==> src/bitop_pkg.sv <==
// Functional notes
// - Bit-test-skip-if-clear is word 01 10 bbb fffffff and leaves status untouched.
// - A tested bit of one ends the test in one cycle and the next word runs normally.
// - A tested bit of zero discards the fetched next word and runs a full NOP cycle.
// - Bit set (01 01 bbb fffffff) forces the selected bit to one, writing in Q4.
package bitop_pkg;
   // ==========================================================
   // Instruction word layout
   localparam int INSN_W = 14;
   localparam int ADDR_W = 7;
   localparam int BSEL_W = 3;
   localparam int DATA_W = 8;
   localparam int PC_W = 13;
   localparam int OPC_HI = 13;
   localparam int OPC_LO = 10;
   localparam int BSEL_HI = 9;
   localparam int BSEL_LO = 7;
   localparam int ADDR_HI = 6;
   localparam int ADDR_LO = 0;
   localparam logic [3:0] OPC_TEST_CLEAR = 4'h6;
   localparam logic [3:0] OPC_BIT_SET = 4'h5;
   // ==========================================================
   // Quarter phases, one-hot
   typedef enum logic [3:0] {
      Q1 = 4'h1,
      Q2 = 4'h2,
      Q3 = 4'h4,
      Q4 = 4'h8
   } quarter_t;
   localparam logic [PC_W-1:0] PC_RESET = 13'h0000;
   localparam logic [PC_W-1:0] PC_ONE = 13'h0001;
endpackage

==> src/qphase_if.sv <==
`timescale 1ns/1ps
// ==========================================================
// Quarter-phase strobes shared between sequencer and executor
interface qphase_if;
   logic q1;
   logic q2;
   logic q3;
   logic q4;
   modport source (output q1, output q2, output q3, output q4);
   modport sink (input q1, input q2, input q3, input q4);
endinterface
==> src/bitop_exec.sv <==
`timescale 1ns/1ps
// ==========================================================
// Bit-test-skip-if-clear and bit-set executor
module bitop_exec (
   input wire logic SYS_CLK_IN,
   input wire logic SRST_IN,
   input wire logic [bitop_pkg::INSN_W-1:0] INSN_IN,
   input wire logic [bitop_pkg::DATA_W-1:0] RD_DATA_IN,
   output logic [bitop_pkg::ADDR_W-1:0] RD_ADDR_OUT,
   output logic RD_EN_OUT,
   output logic [bitop_pkg::ADDR_W-1:0] WR_ADDR_OUT,
   output logic [bitop_pkg::DATA_W-1:0] WR_DATA_OUT,
   output logic WR_EN_OUT,
   output logic [bitop_pkg::PC_W-1:0] PC_OUT,
   output logic FLUSH_OUT,
   output logic Q1_OUT,
   output logic Q4_OUT
);
   import bitop_pkg::*;

   // ==========================================================
   // Phase strobes shared with the sequencer
   qphase_if qp ();

   // ==========================================================
   // Pipeline registers
   logic [INSN_W-1:0] insn_r;
   logic is_test_r;
   logic is_set_r;
   logic [DATA_W-1:0] data_r;
   logic [DATA_W-1:0] wr_data_r;
   logic flush_r;
   logic wr_en_r;
   logic skip_r;
   logic [PC_W-1:0] pc_r;

   // ==========================================================
   // Named wires for decode and selection
   logic [ADDR_W-1:0] reg_addr;
   logic [BSEL_W-1:0] bit_sel;
   logic [DATA_W-1:0] sel_onehot;
   logic [DATA_W-1:0] tested_vec;
   logic [DATA_W-1:0] set_data;
   logic tested_bit;
   logic dec_test;
   logic dec_set;
   logic acc_any;
   logic skip_hit;
   logic wr_go;
   logic [PC_W-1:0] pc_nxt;

   // ==========================================================
   // Decode helpers

   // Opcode field match, shared by both decoders
   function automatic logic opc_is(input logic [INSN_W-1:0] w, input logic [3:0] opc);
      opc_is = (w[OPC_HI:OPC_LO] == opc);
   endfunction

   // ==========================================================
   // Phase sequencer

   // Four one-cycle strobes make up one instruction cycle
   qphase_gen qphase_gen_i (
      .clk_in(SYS_CLK_IN),
      .srst_in(SRST_IN),
      .qp(qp.source)
   );

   // ==========================================================
   // Instruction decode

   // Other opcodes leave both kinds low, so they neither read nor write
   // test-clear decode
   assign dec_test = opc_is(INSN_IN, OPC_TEST_CLEAR) && !skip_r;
   assign dec_set = opc_is(INSN_IN, OPC_BIT_SET) && !skip_r;

   // Latch the fetched word at the end of Q1
   always_ff @(posedge SYS_CLK_IN) begin
      if (SRST_IN) begin
         insn_r <= '0;
      end else if (qp.q1) begin
         insn_r <= INSN_IN;
      end
   end

   // Latch the decoded kind; a skipped slot latches neither
   // skipped word idle
   always_ff @(posedge SYS_CLK_IN) begin
      if (SRST_IN) begin
         is_test_r <= 1'b0;
         is_set_r <= 1'b0;
      end else if (qp.q1) begin
         is_test_r <= dec_test;
         is_set_r <= dec_set;
      end
   end

   // Operand fields come straight from the latched word
   assign reg_addr = insn_r[ADDR_HI:ADDR_LO];
   assign bit_sel = insn_r[BSEL_HI:BSEL_LO];

   // ==========================================================
   // Q2 register read

   // Read strobe only for a decoded test or set
   assign acc_any = is_test_r || is_set_r;
   assign RD_EN_OUT = qp.q2 && acc_any;

   // Read address holds from Q1 to the next Q1
   assign RD_ADDR_OUT = reg_addr;

   // Capture the whole register while the read strobe stands
   always_ff @(posedge SYS_CLK_IN) begin
      if (SRST_IN) begin
         data_r <= '0;
      end else if (RD_EN_OUT) begin
         data_r <= RD_DATA_IN;
      end
   end

   // ==========================================================
   // Q3 bit select and merge

   // One select line, one test gate and one merge gate per data bit
   genvar gi;
   generate
      for (gi = 0; gi < DATA_W; gi++) begin : g_bit
         assign sel_onehot[gi] = (bit_sel == BSEL_W'(gi));
         assign tested_vec[gi] = data_r[gi] & sel_onehot[gi];
         assign set_data[gi] = data_r[gi] | sel_onehot[gi];
      end
   endgenerate

   // Tested bit picked by the same select lines as the merge
   assign tested_bit = |tested_vec;
   assign skip_hit = is_test_r && !tested_bit;

   // Merged value is held until the Q4 write
   always_ff @(posedge SYS_CLK_IN) begin
      if (SRST_IN) begin
         wr_data_r <= '0;
      end else if (qp.q3) begin
         wr_data_r <= set_data;
      end
   end

   // Flush rises for Q4 and stays through the next Q1, while the fetch loads
   // flush fetched word
   always_ff @(posedge SYS_CLK_IN) begin
      if (SRST_IN) begin
         flush_r <= 1'b0;
      end else if (qp.q3) begin
         flush_r <= skip_hit;
      end else if (qp.q1) begin
         flush_r <= 1'b0;
      end
   end

   // Flush level to the fetch stage
   assign FLUSH_OUT = flush_r;

   // ==========================================================
   // Q4 write-back

   // Write strobe covers Q4 of a bit set only
   assign wr_go = qp.q3 && is_set_r;

   always_ff @(posedge SYS_CLK_IN) begin
      if (SRST_IN) begin
         wr_en_r <= 1'b0;
      end else begin
         wr_en_r <= wr_go;
      end
   end

   // One-cycle write strobe
   assign WR_EN_OUT = wr_en_r;

   // Address and data are stable from Q1 and Q3 through the strobe
   assign WR_ADDR_OUT = reg_addr;
   assign WR_DATA_OUT = wr_data_r;

   // ==========================================================
   // Skip slot

   // Skip arms at the end of Q4 and lasts the whole next cycle
   // whole cycle NOP
   always_ff @(posedge SYS_CLK_IN) begin
      if (SRST_IN) begin
         skip_r <= 1'b0;
      end else if (qp.q4) begin
         skip_r <= flush_r;
      end
   end

   // ==========================================================
   // Program counter

   // One step per instruction cycle; a skipped slot still counts
   assign pc_nxt = pc_r + PC_ONE;

   // Counter moves at the end of Q4
   always_ff @(posedge SYS_CLK_IN) begin
      if (SRST_IN) begin
         pc_r <= PC_RESET;
      end else if (qp.q4) begin
         pc_r <= pc_nxt;
      end
   end

   // Counter value to the fetch stage
   assign PC_OUT = pc_r;

   // ==========================================================
   // Phase strobes for the fetch stage
   assign Q1_OUT = qp.q1;
   assign Q4_OUT = qp.q4;
endmodule

==> src/qphase_gen.sv <==
`timescale 1ns/1ps
// ==========================================================
// Quarter-phase sequencer
module qphase_gen (
   input wire logic clk_in,
   input wire logic srst_in,
   qphase_if.source qp
);
   import bitop_pkg::*;
   quarter_t state_r;
   quarter_t state_nxt;
   // Next phase in ring order
   always_comb begin
      unique case (state_r)
         Q1: state_nxt = Q2;
         Q2: state_nxt = Q3;
         Q3: state_nxt = Q4;
         Q4: state_nxt = Q1;
         default: state_nxt = Q1;
      endcase
   end
   // Phase register
   always_ff @(posedge clk_in) begin
      if (srst_in) begin
         state_r <= Q1;
      end else begin
         state_r <= state_nxt;
      end
   end
   // Strobe outputs
   assign qp.q1 = (state_r == Q1);
   assign qp.q2 = (state_r == Q2);
   assign qp.q3 = (state_r == Q3);
   assign qp.q4 = (state_r == Q4);
endmodule

==> config.mk <==
export PLATFORM = sky130hd
export DESIGN_NAME = bitop_exec
export DESIGN_NICKNAME = d
export VERILOG_FILES = /design/src/bitop_pkg.sv /design/src/qphase_if.sv /design/src/bitop_exec.sv /design/src/qphase_gen.sv
export SDC_FILE = /design/constraint.sdc
export NUM_CORES = 1
export LEC_CHECK = 0
export CAP_MARGIN = 20
export CORE_MARGIN = 2
export CORE_UTILIZATION = 55
export DETAILED_ROUTE_END_ITERATION = 12
export DONT_BUFFER_PORTS = 1
export GPL_ROUTABILITY_DRIVEN = 0
export GPL_TIMING_DRIVEN = 1
export HOLD_SLACK_MARGIN = 0.05
export PLACE_DENSITY = 0.77
export SYNTH_ARGS = -nofsm -noshare
export SYNTH_HDL_FRONTEND = slang
export SYNTH_SLANG_ARGS = --single-unit
==> constraint.sdc <==
create_clock -name SYS_CLK_IN -period 3.35 [get_ports SYS_CLK_IN]
set_input_delay 0.67 -clock SYS_CLK_IN [delete_from_list [all_inputs] [get_ports SYS_CLK_IN]]
set_output_delay 0.67 -clock SYS_CLK_IN [all_outputs]
set_load 0.005 [all_outputs]
Yosys cells after proc, flatten, opt, wreduce, memory -nomap -nowiden
Index checks and enable logic that the tools add are counted.
{"block": "word_totals", "out_inout_bits": 40, "ff_bits": 48, "latch_bits": 0, "input_bits": 24, "mem_count": 0, "mem_bits_rw": 0, "word_cells": 54, "mem_bits_ro": 0}
{"block": "op_classes", "bitwise": 16, "addsub": 1, "shifts": 0, "n_div": 0, "magnitude_cmp": 0, "mux": 3, "n_eq_ne": 13, "n_reduce_logical": 11, "mul": 0}
{"op": "$add 13x1->13 const B", "count": 1}
{"op": "$eq 3x3->1 const B", "count": 4}
{"op": "$eq 4x3->1 const B", "count": 3}
{"op": "$pmux 4 s3", "count": 1}
{"op": "$and 1x1->1", "count": 8}
{"op": "$or 1x1->1", "count": 8}
{"op": "$reduce_or 8->1", "count": 1}
{"op": "$eq 3x2->1 const B", "count": 2}
{"op": "$logic_and 1x1->1", "count": 5}
{"op": "$eq 4x1->1 const B", "count": 1}
{"op": "$eq 4x2->1 const B", "count": 1}
{"op": "$eq 4x4->1 const B", "count": 1}
{"op": "$eq 3x1->1 const B", "count": 1}
{"op": "$logic_not 3->1", "count": 1}
{"op": "$logic_not 1->1", "count": 2}
{"op": "$mux 1", "count": 2}
{"op": "$reduce_bool 2->1", "count": 1}
{"op": "$logic_or 1x1->1", "count": 1}

Longest topological paths before layout
{"block": "depth", "depth_word": 6, "mapped_depth": 7, "depth_no_buf": 5}

Modules after synthesis
Synthesis repeated with hierarchy kept, for this count alone.
{"block": "unflattened", "hier_cells": 225, "area_unflattened_um2": 2114.5}
{"module": "bitop_exec", "cells_each": 208, "instances": 1, "seq_area_each_um2": 880.8, "area_per_inst_um2": 1933.1}
{"module": "qphase_gen", "cells_each": 17, "instances": 1, "seq_area_each_um2": 80.1, "area_per_inst_um2": 181.4}

Least setup slack after synthesis
No wires, ideal clock.
{"block": "synth_path", "path_kind": "register to output", "from": "reg qphase_gen_i.state_r[2]", "to": "out Q1_OUT", "stages_incl_launch_ff": 6, "required_ns": 2.680, "path_buffers": 3, "arrival_time_ns": 1.418, "path_slack_ns": 1.262, "cell_sequence": "dfxtp_1 > buf_6 > or4b_2 > clkbuf_1 > inv_1 > buf_2"}
{"block": "synth_via", "elab_chain_cells": 1}
{"element": "start: declaration", "line_no": "qphase_gen.sv:10", "source": "quarter_t state_r;"}
{"element": "start signal: assignment", "line_no": "qphase_gen.sv:27", "source": "state_r <= state_nxt;"}
{"element": "$eq 4x1->1", "line_no": "qphase_gen.sv:31", "source": "assign qp.q1 = (state_r == Q1);"}
{"element": "end: declaration", "line_no": "bitop_exec.sv:16", "source": "output logic Q1_OUT,"}
No other way between the ends.

Worst setup path after layout
{"block": "layout_path", "from": "reg qphase_gen_i.state_r[0]", "to": "out Q1_OUT"}
The elaborated chain is that of the path after synthesis.

==> impl_summary.txt <==
----------------------------------------------------
[Global routing]
  Number of global-route vias before repair ... between 1,000 and 1,500
  Wire length of the first global-routing pass ... approximately 6300 um
  Initial antenna violation count ... 0
  Overflow left after global routing ... 0
  Largest net degree at the start of global routing ... 48
  Total global-route track usage ... 18.7%

[Yosys]
  Post-synthesis average cell area ... 8.75 um^2
  Flop and latch count out of synthesis ... between 40 and 50
  Total of warnings raised by yosys ... 0
  Distinct cell type count after synthesis ... 39
  Synthesized netlist net count ... 264
  Netlist Area Pre-Place ... ~0.0021 mm^2
  Sequential-to-total area share from yosys stat ... 46.0%
  Instance count of the mapped netlist ... 239

[Detailed routing]
  Routed wire length per instance ... 14.2 um
  Routed via count ... 1,509
  Detailed-route wire length ... 3760 um
  Via-per-instance ratio ... about 5.7
  Drt first pass iters ... 4
  Antenna Violating Nets Remaining ... 0
  Violation count after the first detailed-route iteration ... 88
  DRC viols ... 0

[Setup path]
  Required @ worst endpoint ... between 2 and 3 ns
  Largest stage delay on the critical path ... a little over 0.8 ns
  Startpoint type of the worst setup path ... flop
  Worst-path fanout max ... 15
  CP endpoint kind ... output pin
  Critical Path AT ... around 1.9 ns
  Class of the most critical setup path ... flop to output pin
  FF-to-FF path depth ... 5
  Critical path cell sequence ... or4b_2, inv_1
  Slowest CP cell ... sky130_fd_sc_hd__or4b_2

[STA]
  Relative slew slack ... 65.1%
  Hold WS ... roughly 0.44 ns
  Final max-slew violation count ... 0
  RSZ-0062 raised after global routing ... no
  Final worst clock skew ... approximately 0.0035 ns
  Part of the cycle the worst path needs ... 76.4%
  Slew of the pin with the lowest slew margin ... 0.523 ns
  Time the worst path needs with I/O delays and setup ... around 2.6 ns
  Setup Total Neg Slack ... 0 ns
  Number of setup violations in the final report ... 0
  Final Hold Violating Endpoints ... 0
  Top achievable clock speed ... roughly 400 MHz

[Floorplanning]
  Area of the die ... roughly 0.0043 mm^2
  Area inside the core boundary ... about 0.0037 mm^2
  Die height ... around 66 um
  Floorplan die width ... around 66 um
  Io pins ... 64
  Starting density of the core ... ~57%
  Row count ... 22

[Cells and area]
  Layout cell share with drive strength beyond 1 ... 6.45%
  Final net count ... around 240
  Area overhead of the layout relative to synthesis ... -1.44%
  Number of antenna cells inserted ... 0
  Non-filler instance count after layout ... approximately 270

[CTS]
  Maximum number of buffers from clock root to sink ... 2
  Quantity of gates resized following cts ... 0
  Number of buffers inserted during clock tree synthesis ... 5
  Root buffer selected by CTS ... sky130_fd_sc_hd__clkbuf_8
  Worst-skew pair later-pin latency ... between 0.2 and 0.3 ns
  TritonCTS clock tree ... yes
  Clock transition at path regs ... 0.08 ns
  CTS Sinks ... 48
  Number of hold buffers added after cts ... 0
  Clock H-tree levels ... 2
  Buffers inserted during post-CTS setup optimization ... 0

[Pwr]
  Peak ir drop on the vdd network ... approximately 0.00027 V
  Power density over the cells ... 511 mW/mm^2
  Overall power ... 1.05 mW
  Leakage power ... approximately 0.73 nW

[Min path]
  Worst Hold Path Cells ... 1
  Type of the most critical hold path ... input port to flop

[Placement]
  Dpl hpwl ... about 2600 um
  Placed Cells ... about 260
  Count of port buffers added during placement ... 0

[Run status]
  Status ... finished, final reports clean

[Run]
  Max-cap violation count ... 0

----------------------------------------------------
## per-stage QoR
step | area (um^2) | util, % | setup WS [ns]
5_1_grt | 2060 | 56.3 | 0.680
6_report | 2060 | 56.3 | 0.791
3_5_place_dp | 1970 | 53.8 | 1.10
2_1_floorplan | 2090 | - | 1.26
4_1_cts | 2060 | 56.3 | 0.778
3_3_place_gp | 1970 | 53.8 | 1.14
## layout by cell type, fill, tap and decap left out, types with 2 or more instances in the layout
cell type,n
sky130_fd_sc_hd__o22ai_1,3
sky130_fd_sc_hd__a311oi_1,2
sky130_fd_sc_hd__o21ai_0,5
sky130_fd_sc_hd__nor4b_1,3
sky130_fd_sc_hd__nor3b_1,3
sky130_fd_sc_hd__inv_1,4
sky130_fd_sc_hd__dfxtp_1,48
sky130_fd_sc_hd__xnor2_1,3
sky130_fd_sc_hd__a32oi_1,2
sky130_fd_sc_hd__nand2_1,29
sky130_fd_sc_hd__clkbuf_1,2
sky130_fd_sc_hd__o31ai_1,4
sky130_fd_sc_hd__nor2_1,30
sky130_fd_sc_hd__nor3_1,9
sky130_fd_sc_hd__xor2_1,7
sky130_fd_sc_hd__or4_1,3
sky130_fd_sc_hd__mux2i_1,10
sky130_fd_sc_hd__a21oi_1,16
sky130_fd_sc_hd__or4b_2,2
sky130_fd_sc_hd__nand3_1,4
sky130_fd_sc_hd__nand4_1,6
sky130_fd_sc_hd__and3_1,2
sky130_fd_sc_hd__clkbuf_8,6
## per-layer routing
layer,track usage [%],vias up,wire length [um]
li1,-,763,-
met1,24.5,700,1770
met2,28.9,41,1690
met3,5.65,5,243
met4,7.03,0,51
met5,0,-,0
## cells by family (layout without fill, tap and decap cells)
kind of cell | Yosys count | after routing | share of synthesized area (%)
adders and majority gates | 1 | 1 | 0.598
buffers and inverters | 36 | 14 | 9.87
and+or+nand+nor | 97 | 97 | 22.9
muxes | 11 | 11 | 5.86
AOI/OAI and AO/OA | 36 | 36 | 10.6
xor gates and xnor gates | 10 | 10 | 4.19
DFF | 48 | 48 | 46.0
## final timing paths
check                                from  slack (ns)    endpoint
setup / recovery  qphase_gen_i.state_r[0]        0.79      Q1_OUT
hold / removal                    SRST_IN        0.44   data_r[3]
setup reg to reg  qphase_gen_i.state_r[2]        1.27  PC_OUT[11]
hold reg to reg                    skip_r        0.46      skip_r
## cell usage after synthesis
cell type,number,share of area (%)
sky130_fd_sc_hd__inv_1,4,0.72
sky130_fd_sc_hd__clkbuf_1,12,2.2
sky130_fd_sc_hd__and2_1,1,0.30
sky130_fd_sc_hd__and3_2,1,0.36
sky130_fd_sc_hd__or4b_4,1,0.66
sky130_fd_sc_hd__nor2b_1,1,0.30
sky130_fd_sc_hd__a41o_1,1,0.48
sky130_fd_sc_hd__or3_1,1,0.30
sky130_fd_sc_hd__nor3b_1,3,1.1
sky130_fd_sc_hd__nor2_1,30,5.4
sky130_fd_sc_hd__nand4_1,6,1.8
sky130_fd_sc_hd__dfxtp_1,48,46
sky130_fd_sc_hd__o31ai_1,4,1.4
sky130_fd_sc_hd__a21oi_1,16,3.8
sky130_fd_sc_hd__buf_6,2,1.1
sky130_fd_sc_hd__o21ai_0,5,1.2
sky130_fd_sc_hd__or4_1,3,1.1
sky130_fd_sc_hd__xor2_1,7,2.9
sky130_fd_sc_hd__clkbuf_2,1,0.24
sky130_fd_sc_hd__o211ai_1,1,0.36
sky130_fd_sc_hd__buf_2,2,0.48
sky130_fd_sc_hd__or4b_2,2,0.96
sky130_fd_sc_hd__a311oi_1,2,0.84
sky130_fd_sc_hd__mux4_2,1,1.1
sky130_fd_sc_hd__nand2_1,29,5.2
sky130_fd_sc_hd__and3_1,2,0.60
sky130_fd_sc_hd__xnor2_1,3,1.3
sky130_fd_sc_hd__nand3_1,4,0.96
sky130_fd_sc_hd__inv_2,1,0.18
sky130_fd_sc_hd__o21a_1,1,0.36
sky130_fd_sc_hd__nand2_4,1,0.54
sky130_fd_sc_hd__ha_1,1,0.60
sky130_fd_sc_hd__buf_4,14,5.0
sky130_fd_sc_hd__nor4b_1,3,1.3
sky130_fd_sc_hd__mux2i_1,10,4.8
sky130_fd_sc_hd__nor3_1,9,2.2
sky130_fd_sc_hd__o22ai_1,3,0.90
sky130_fd_sc_hd__a32oi_1,2,0.84
sky130_fd_sc_hd__a211oi_1,1,0.36
## final cells by class
| type | instances | area (um^2) |
|---|---|---|
| timing repair buffer | 1 | 7.51 |
| inverter | 5 | 18.8 |
| sequential | 48 | 961 |
| fill | 325 | 1600 |
| tap | 48 | 60.1 |
| multi-input combinational | 155 | 923 |
| clock buffer | 8 | 90.1 |
## critical path: cells and delay by family (launching register included)
| kind | cells | cell delay (ns) |
|---|---|---|
| flops | 1 | 0.46 |
| simple gates | 1 | 0.82 |
| buf+inv | 1 | 0.32 |
## sequential cells by signal, indices dropped and copies added (netlist names)
signal / count
insn_r: 10
WR_EN_OUT: 1
data_r: 8
FLUSH_OUT: 1
is_set_r: 1
skip_r: 1
qphase_gen_i.state_r: 4
PC_OUT: 13
is_test_r: 1
WR_DATA_OUT: 8
## power by group
part           switching [mW]  internal [mW]  total [mW]  leakage, nW
Sequential             0.0388          0.594       0.633        0.389
Clock                   0.175          0.169       0.343       0.0455
Combinational          0.0459         0.0317      0.0776        0.299
Total                   0.259          0.794        1.05        0.734
No activity file was read; power rests on OpenSTA's default activity.
